--- src/ffme_pkg.sv ---
// ffme_pkg: offsets, field positions and reset values of the freefall/motion event block.
// assumes an 8-bit register port addressed by byte offset, as on the serial interface.
package ffme_pkg;

  // register offsets
  localparam logic [7:0] FFME_CFG_OFS      = 8'h15;
  localparam logic [7:0] FFME_SRC_OFS      = 8'h16;
  localparam logic [7:0] FFME_THS_OFS      = 8'h17;
  localparam logic [7:0] FFME_COUNT_OFS    = 8'h18;
  localparam logic [7:0] FFME_AXTHR_FIRST  = 8'h73;
  localparam logic [7:0] FFME_AXTHR_LAST   = 8'h78;
  localparam int         FFME_AXTHR_REGS   = 6;

  // configuration register fields
  localparam int FFME_CFG_LATCH   = 7;
  localparam int FFME_CFG_MOTION  = 6;
  localparam int FFME_CFG_XEN     = 3;

  // source register fields; axis i uses bits 2i+1 (event) and 2i (polarity)
  localparam int FFME_SRC_EA      = 7;

  // threshold register fields
  localparam int FFME_THS_DBCLR   = 7;
  localparam int FFME_THS_MSB     = 6;

  // per-axis threshold fields
  localparam int FFME_AXTHR_SEL   = 7;
  localparam int FFME_AXTHR_HI_W  = 7;
  localparam int FFME_AXTHR_LO_W  = 6;
  localparam int FFME_AXTHR_LO_POS = 2;
  localparam int FFME_THR_W       = 13;

  // reset values and debounce counter ceiling
  localparam logic [7:0] FFME_REG_RST     = 8'h00;
  localparam logic [7:0] FFME_DBC_RST     = 8'h00;
  localparam logic [7:0] FFME_DBC_MAX     = 8'hff;

  // common threshold resolution, milli-g per count
  localparam int FFME_THS_MG_PER_LSB = 63;

  localparam int FFME_AXES        = 3;
  localparam int FFME_DATA_W      = 14;

endpackage

--- src/ffme_axis_cmp.sv ---
// ffme_axis_cmp: magnitude-versus-threshold test for one acceleration axis.
// assumes two's-complement samples and an unsigned threshold of ffme_pkg width.
`timescale 1ns/10ps
module ffme_axis_cmp #(
  parameter int DATA_W = ffme_pkg::FFME_DATA_W
) (
  input  wire logic signed [DATA_W-1:0]            sample,
  input  wire logic [ffme_pkg::FFME_THR_W-1:0]     thr,
  input  wire logic                                motion_mode,
  output logic                                     hit,
  output logic                                     neg
);
  import ffme_pkg::*;

  logic [DATA_W-1:0] mag;

  // magnitude is one bit wider than the threshold can express, so the most
  // negative code still compares correctly as a large value
  assign mag = sample[DATA_W-1] ? DATA_W'(-sample) : DATA_W'(sample);
  assign neg = sample[DATA_W-1];
  assign hit = motion_mode ? (mag > DATA_W'(thr)) : (mag < DATA_W'(thr));

endmodule

--- src/ffme_event.sv ---
// ffme_event: freefall/motion event detector with its register file.
// assumes one sample_valid pulse per new acceleration sample, synchronous to core_clk,
// and a byte register port where a read answers on the next edge.
//
// Operation
// - source register is read-only; host writes leave event flags untouched
// - event-active sets when the selected axis combination is true and the debounce count reaches the count limit at 0x18
// - interrupt is event-active gated by enable, steered by routing bit
// - bit 7 reads event-active: 1 once the debounced axis combination has set it, else 0
// - bit 5 is Z high event, zero while Z detection disabled
// - bit 4 is Z polarity, 1 negative, zero while Z disabled
// - bit 3 is Y high event, zero while Y detection disabled
// - bit 2 is Y polarity, 1 negative, zero while Y disabled
// - bit 1 is X high event, zero while X detection disabled
// - bit 0 is X polarity, 1 negative, zero while X disabled
// - threshold bit 7 picks debounce clear mode in every threshold mode
// - clear mode one zeroes the debounce counter on a non-matching sample
// - clear mode zero decrements per non-matching sample, stopping at zero
// - common threshold in bits 6:0 at 0x17, resets zero, 63 mg per count
// - per-axis thresholds at 0x73..0x78; 0x73 holds select and X high bits
// - logic select zero gives freefall AND, one gives motion OR
// - with latch enabled flags freeze on event-active; source read clears
// - per-axis select one compares each axis with its own 13-bit threshold
// - freefall needs every enabled axis below; motion any enabled axis above
`timescale 1ns/10ps
module ffme_event #(
  parameter int DATA_W = ffme_pkg::FFME_DATA_W
) (
  input  wire logic                     core_clk,
  input  wire logic                     rst_b,
  input  wire logic                     sample_valid,
  input  wire logic signed [DATA_W-1:0] accel_x,
  input  wire logic signed [DATA_W-1:0] accel_y,
  input  wire logic signed [DATA_W-1:0] accel_z,
  input  wire logic                     reg_wr,
  input  wire logic                     reg_rd,
  input  wire logic [7:0]               reg_addr,
  input  wire logic [7:0]               reg_wdata,
  input  wire logic                     int_enable,
  input  wire logic                     int_route,
  output logic [7:0]                    reg_rdata,
  output logic                          irq_int1,
  output logic                          irq_int2,
  output logic                          event_active_flag
);
  import ffme_pkg::*;

  if (DATA_W <= FFME_THR_W) begin : g_width_check
    $error("ffme_event: DATA_W must exceed the 13-bit threshold width");
  end

  typedef struct packed {
    logic [7:0]                         cfg;
    logic                               ea;
    logic [2*FFME_AXES-1:0]             flags;
    logic [7:0]                         ths;
    logic [7:0]                         cnt_lim;
    logic [7:0]                         dbc;
    logic [FFME_AXTHR_REGS-1:0][7:0]    axthr;
    logic [7:0]                         rdata;
    logic                               irq1;
    logic                               irq2;
  } ffme_state_t;

  ffme_state_t r;
  ffme_state_t next_r;

  logic signed [FFME_AXES-1:0][DATA_W-1:0]     sample;
  logic [FFME_AXES-1:0][FFME_THR_W-1:0]        thr;
  logic [FFME_AXES-1:0]                        hit;
  logic [FFME_AXES-1:0]                        neg;
  logic [FFME_AXES-1:0]                        axis_en;
  logic                                        per_axis;
  logic                                        motion;
  logic                                        cond;
  logic                                        src_read;
  logic [7:0]                                  dbc_step;
  logic                                        ea_new;
  logic [2*FFME_AXES-1:0]                      live_flags;
  logic [2*FFME_AXES-1:0]                      flag_mask;

  assign sample[0] = accel_x;
  assign sample[1] = accel_y;
  assign sample[2] = accel_z;
  assign per_axis  = r.axthr[0][FFME_AXTHR_SEL];
  assign motion    = r.cfg[FFME_CFG_MOTION];
  assign src_read  = reg_rd && (reg_addr == FFME_SRC_OFS);

  for (genvar i = 0; i < FFME_AXES; i++) begin : g_axis
    assign axis_en[i] = r.cfg[FFME_CFG_XEN+i];
    // common threshold occupies the same high bits as a per-axis threshold
    assign thr[i] = per_axis ?
      {r.axthr[2*i][FFME_AXTHR_HI_W-1:0],
       r.axthr[2*i+1][FFME_AXTHR_LO_POS +: FFME_AXTHR_LO_W]} :
      {r.ths[FFME_THS_MSB:0], {FFME_AXTHR_LO_W{1'b0}}};
    assign live_flags[2*i+1] = axis_en[i] & hit[i];
    assign live_flags[2*i]   = axis_en[i] & neg[i];
    assign flag_mask[2*i+1]  = axis_en[i];
    assign flag_mask[2*i]    = axis_en[i];

    ffme_axis_cmp #(
      .DATA_W (DATA_W)
    ) u_cmp (
      .sample      (sample[i]),
      .thr         (thr[i]),
      .motion_mode (motion),
      .hit         (hit[i]),
      .neg         (neg[i])
    );
  end

  // freefall with no axis enabled never fires; a vacuous AND would look like a fall
  assign cond = motion ? |(hit & axis_en) :
                ((&(hit | ~axis_en)) && |axis_en);

  always_comb begin
    next_r   = r;
    dbc_step = r.dbc;
    ea_new   = 1'b0;

    if (reg_wr) begin
      unique case (reg_addr)
        FFME_CFG_OFS:   next_r.cfg     = reg_wdata;
        FFME_THS_OFS:   next_r.ths     = reg_wdata;
        FFME_COUNT_OFS: next_r.cnt_lim = reg_wdata;
        default: begin
          // source offset falls here and is ignored
          if (reg_addr >= FFME_AXTHR_FIRST && reg_addr <= FFME_AXTHR_LAST) begin
            next_r.axthr[3'(reg_addr - FFME_AXTHR_FIRST)] = reg_wdata;
          end
        end
      endcase
    end

    if (src_read && r.cfg[FFME_CFG_LATCH]) begin
      next_r.ea    = 1'b0;
      next_r.flags = '0;
    end

    if (sample_valid) begin
      if (cond) begin
        dbc_step = (r.dbc == FFME_DBC_MAX) ? r.dbc : 8'(r.dbc + 8'h01);
      end else if (r.ths[FFME_THS_DBCLR]) begin
        dbc_step = FFME_DBC_RST;
      end else if (r.dbc != FFME_DBC_RST) begin
        dbc_step = 8'(r.dbc - 8'h01);
      end
      next_r.dbc = dbc_step;
      ea_new = cond && (dbc_step >= r.cnt_lim);
      // a new sample in the clearing read cycle still lands: set beats clear
      if (!(r.cfg[FFME_CFG_LATCH] && r.ea) || src_read) begin
        next_r.ea    = ea_new;
        next_r.flags = live_flags;
      end
    end

    next_r.rdata = 8'h00;
    if (reg_rd) begin
      unique case (reg_addr)
        FFME_CFG_OFS:   next_r.rdata = r.cfg;
        // disabled axes read zero even if flags were captured before disabling
        FFME_SRC_OFS:   next_r.rdata = {r.ea, 1'b0, r.flags & flag_mask};
        FFME_THS_OFS:   next_r.rdata = r.ths;
        FFME_COUNT_OFS: next_r.rdata = r.cnt_lim;
        default: begin
          if (reg_addr >= FFME_AXTHR_FIRST && reg_addr <= FFME_AXTHR_LAST) begin
            next_r.rdata = r.axthr[3'(reg_addr - FFME_AXTHR_FIRST)];
          end
        end
      endcase
    end

    next_r.irq1 = next_r.ea && int_enable && int_route;
    next_r.irq2 = next_r.ea && int_enable && !int_route;
  end

  always_ff @(posedge core_clk or negedge rst_b) begin
    if (!rst_b) begin
      r <= '0;
    end else begin
      r <= next_r;
    end
  end

  assign reg_rdata         = r.rdata;
  assign irq_int1          = r.irq1;
  assign irq_int2          = r.irq2;
  assign event_active_flag = r.ea;
endmodule

--- config.mk ---
export PLATFORM = sky130hd
export DESIGN_NAME = ffme_event
export DESIGN_NICKNAME = d
export VERILOG_FILES = /design/src/ffme_pkg.sv /design/src/ffme_axis_cmp.sv /design/src/ffme_event.sv
export SDC_FILE = /design/constraint.sdc
export NUM_CORES = 1
export LEC_CHECK = 0
export BUFFER_PORTS_ARGS = -buffer_cell sky130_fd_sc_hd__buf_2
export CAP_MARGIN = 40
export CORE_MARGIN = 1
export CORE_UTILIZATION = 40
export CTS_BUF_LIST = sky130_fd_sc_hd__clkbuf_2
export DETAILED_ROUTE_END_ITERATION = 16
export PLACE_DENSITY = 0.7
export SYNTH_ARGS = -nofsm -noshare
export SYNTH_HDL_FRONTEND = slang
export SYNTH_SLANG_ARGS = --single-unit
--- constraint.sdc ---
create_clock -name core_clk -period 4.4 [get_ports core_clk]
set_input_delay 1.32 -clock core_clk [delete_from_list [all_inputs] [get_ports core_clk]]
set_output_delay 1.32 -clock core_clk [all_outputs]
set_load 0.005 [all_outputs]
## Word-level counts from Yosys, hierarchy flattened

Cells that the tools add are included.

- Add/subtract/negate cells: 6
- Magnitude comparators: 11
- Eq/ne operators: 5
- Mux-type cells: 26
- Bitwise gates (word level): 11
- Reductions and logical operators: 22

Operator list:

| kind | number |
|---|---|
| $mux 8 | 9 |
| $bwmux 48 | 1 |
| $gt 14x13->1 | 3 |
| $lt 14x13->1 | 3 |
| $mux 14 | 3 |
| $neg 14->14 | 3 |
| $mux 13 | 3 |
| $eq 8x5->1 const B | 4 |
| $pmux 8 s4 | 1 |
| $bmux 8 s3 | 1 |
| $demux 8 s3 | 1 |
| $mux 7 | 3 |
| $logic_and 1x1->1 | 10 |
| $reduce_or 3->1 | 3 |
| $add 8x1->8 const B | 1 |
| $eq 8x8->1 const B | 1 |
| $ge 8x7->1 const B | 1 |
| $ge 8x8->1 | 1 |
| $le 8x7->1 const B | 1 |
| $reduce_bool 8->1 | 1 |
| $sub 8x1->8 const B | 1 |
| $and 1x1->1 | 6 |
| $and 6x6->6 | 1 |
| $reduce_and 2->1 | 3 |
| other kinds (11) | 16 |

- Bits in registers: 97
- Input bits: 65
- Word-level logic and storage cells: 96

## Longest topological paths before layout

- Depth in word-level cells: 16
- Gate-level depth with buffers: 26
- Gate-level depth less buffers: 26

## Modules after synthesis

A second synthesis with hierarchy kept.

- Cell total of the unflattened synthesis: 801
- Area, all modules: 7463.4 µm²

By module, submodules not included:

| module | times used | cells an instance | area an instance (µm²) | sequential area each (µm²) |
|---|---|---|---|---|
| ffme_event | 1 | 534 | 5522.8 | 2427.3 |
| ffme_axis_cmp | 3 | 89 | 646.9 | 0.0 |

## Least setup slack after synthesis

Ideal clock, no wire load.

- Path type: input to register
- From: input port accel_x[0]
- To: register r (netlist bit irq_int1)
- Arrival: 6.145 ns
- Required time: 4.271 ns
- Slack: -1.874 ns
- Stages: 26
- Cell sequence: inv_1 > ha_1 > nand2_1 > or2_2 > o41ai_1 > nand2_1 > xor2_1 > ha_1 > and3_1 > nand2_1 > a31o_2 > and3_1 > a221oi_1 > a221o_1 > nand2_2 > o21ai_0 > ha_1 > nand2b_1 > a21o_1 > a21o_1 > a21o_1 > a21o_1 > a211oi_1 > o21bai_1 > a21boi_1 > nor3_1

RTL lines:

| element | line | text |
|---|---|---|
| from (decl) | ffme_event.sv:32 | `input wire logic signed [DATA_W-1:0] accel_x,` |
| to (signal assigned) | ffme_event.sv:181 | `r <= next_r;` |
| to (decl) | ffme_event.sv:65 | `ffme_state_t r;` |

==> impl_metrics.ini <==
[synthesis]
syn-instance-count = 779
synth_edf_count = 0
yosys_most_used_dff = dfrtp_1
synth-seq-cells = 97
netlist_area_um2 = 7232
ys_seq_area_share_pct = 33.56
avgSynthCellArea_um2 = 9.284
syn_nets = 901
synth-async-reset-ratio_pct = 100.0
synth.distinct_cells = 69
ys.warnings.count = 0

[global_routing]
grt.overflow.total = 0
grt_usage_pct = 23.15
grt_pass1_wl_um = 33530
grt_pass1_vias = 6597
grt_max_degree = 51
antenna_found_initial = 0

[cells_and_area]
design_area_um2 = 8955
drive_gt1_share_pct = 34.14
stdcell_count = 1181
syn_to_final_growth_pct = 23.82
fin_util_pct = 51.24
nNetsFinal = 1072

[min_path]
hp-class = reg -> reg

[route]
vias = 6647
drc = 0
wl_um = 20500
viasPerCell = 5.628
drt_iter0_drc = 471
wire_per_inst_um = 17.36
drtAntennaViolNets = 0
dr.pass1.iters = 8

[worst_setup_path]
endpoint_kind = flip-flop
cp.required_ns = 4.91
critPathKind = in -> reg
critPathLaunchType = primary input
crit_fanout = 4
cp.arrival_ns = 6.07

[run]
max_cap_viol_count = 0

[sta]
fin_ws_ns = -1.160
max_slew_margin_pct = 56.03
hold_viol_final = 0
setup_viol = 8
slew_violations = 0
skew_ns = 0.02989
period_share_pct = 126.4
worst_pin_slew_ns = 0.6595
fmaxAchievable_mhz = 179.8
fin_crit_ns = 5.560
rsz0062_at_grt = yes

[outcome]
status = complete, but fails checks
violations = setup timing

[die]
dieArea_um2 = 18620
rows = 48
initial_core_util_pct = 41.38
coreArea_um2 = 17480
die_y_um = 136.5
die_w_um = 136.5
pin_count = 76

[place]
place_area_um2 = 8743
dp_slack_ns = -1.811
port_buffers = 75
dp_hpwl_um = 15800
gp_congestion = 0.9006
dp_cells = 1163

[cts]
h-tree-depth = 3
cts_buffers = 9
path_clk_slew_ns = 0.31
clkLatencyLatePin_ns = 0.60
cts_max_path_buffers = 2
cts_sinks = 97
cts-root-buf = clkbuf_2
cts_tree = yes

[power]
p_leak_nw = 4.152
p_per_area_nw_per_um2 = 266.4
irDropWorstVdd_mv = 0.1159
[critical path: stages]
cell and delay [ns]:
buf_6 0.09, or4_4 0.53, or3_4 0.39, o21ai_2 0.15, xnor2_1 0.08, ha_1 0.31
nand3_2 0.10, nor3_4 0.14, o21ai_1 0.08, o211ai_1 0.17, buf_4 0.16, mux2_4 0.32
a221o_1 0.35, nand2_2 0.12, nand2b_1 0.07, a22o_1 0.21, ha_1 0.29, a21o_1 0.19
a21o_1 0.15, a21o_1 0.14, a21o_1 0.16, a211oi_2 0.17, o21bai_1 0.09, a21boi_2 0.20
nor4b_2 0.08
[registers in the layout (all words and copies together) (netlist names)]
| register | count |
|---|---|
| event_active_flag | 1 |
| per_axis | 1 |
| reg_rdata | 8 |
| r | 81 |
| irq_int2 | 1 |
| motion | 1 |
| irq_int1 | 1 |
| axis_en | 3 |
[report_power, final]
part	leakage (nW)	internal (W)	switching (W)	total, W
clock network	0.0776	0.000144	0.000346	0.000490
registers	1.32	0.000955	0.0000913	0.00105
logic	2.75	0.000408	0.000442	0.000851
total	4.15	0.00151	0.000879	0.00239
[cell usage after synthesis, drive strengths merged, types with 3 or more instances]
cell | number | area [um2]
or3 | 3 | 23.77
or2 | 3 | 18.77
nor2 | 42 | 157.7
a31oi | 15 | 93.84
and2 | 6 | 37.54
a22oi | 3 | 22.52
nand2 | 75 | 284.0
nand3b | 6 | 45.04
mux2 | 74 | 837.1
and3 | 3 | 23.77
o41ai | 4 | 35.03
a21oi | 52 | 260.3
xnor2 | 34 | 297.8
mux2i | 16 | 160.2
nor3 | 28 | 140.1
o21ai | 47 | 235.2
o31ai | 10 | 75.07
xor2 | 3 | 26.28
o211ai | 5 | 37.54
nand3 | 20 | 100.1
a221oi | 4 | 52.56
and4 | 3 | 26.28
a222oi | 5 | 50.05
a21o | 10 | 75.07
nor2b | 13 | 81.33
clkbuf | 29 | 108.9
a21boi | 3 | 22.52
nand2b | 14 | 87.58
dfrtp | 97 | 2427
o2111ai | 6 | 52.55
buf | 13 | 93.84
nor4 | 5 | 31.28
a211oi | 7 | 62.56
inv | 24 | 90.09
ha | 57 | 713.2
nand4 | 9 | 56.30
nor4b | 3 | 26.28
[path summary, 6_finish.rpt]
kind	start	to	slack (ns)	cells past startpoint
min reg2reg	r[35]	r[35]	0.55	1
max	accel_y[6]	irq_int2	-1.16	25
min in group asynchronous	rst_b	r[31]	0.70	1
max in group asynchronous	rst_b	axis_en[1]	2.85	2
max reg2reg	per_axis	irq_int2	-0.27	23
min	r[35]	r[35]	0.55	1
[final cells by class]
class / count / area [um2]
Antenna cell: 1 / 2.502
Timing Repair Buffer: 202 / 1360
Fill cell: 1618 / 8522
Inverter: 24 / 90.09
Clock inverter: 7 / 87.58
Multi-Input combinational cell: 616 / 4661
Sequential cell: 97 / 2427
Tap cell: 225 / 281.5
Clock buffer: 9 / 45.04
[layer usage]
| layer | GRT usage (%) | part of all wire (%) | routed length (um) |
|---|---|---|---|
| met5 | 0 | 0 | 0 |
| met3 | 2.983 | 4.9 | 999 |
| met2 | 37.31 | 47 | 9570 |
| met1 | 32.23 | 47 | 9567 |
| met4 | 6.790 | 1.8 | 359 |
[cell families (layout without fill, tap and decap cells)]
group	count (synthesis)	count (layout)	share of synthesized area, %
adder cells (fa/ha/maj)	57	57	9.862
AND/OR/NAND/NOR	239	239	16.47
multiplexers	91	91	14.10
other	0	1	0
AO/OA/AOI/OAI	192	192	17.47
flip-flops	97	97	33.56
XOR/XNOR	37	37	4.481
buffers and inverters	66	242	4.048
[repair_timing]
item	CTS	global route
hold buffers	0	0
hold endpoints to repair	0	0
pin swaps	1	2
buffers inserted	0	1
gates cloned	0	0
endpoints found under the setup margin	8	10
gates resized for setup	6	6
[per-stage QoR]
stage	setup TNS (ns)	total power [W]	hold slack, ns
6_report	-3.949	0.002386	0.5493
2_1_floorplan	-5.785	0.001569	0.4727
5_1_grt	-5.089	0.002533	0.5585
3_5_place_dp	-10.30	0.001885	0.4966
3_3_place_gp	-9.625	0.001868	0.4866
4_1_cts	-3.373	0.002381	0.5529
[cells in the final DEF, fill, tap and decap left out, drive strengths merged, types with 20 or more instances in the layout]
master,Yosys,layout
o21ai,47,47
nor3,28,28
mux2,74,74
nand3,20,20
dfrtp,97,97
xnor2,34,34
ha,57,57
inv,24,27
nand2,75,75
buf,13,202
nor2,42,42
a21oi,52,52
Note: power is estimated with default switching activity, not from simulation.
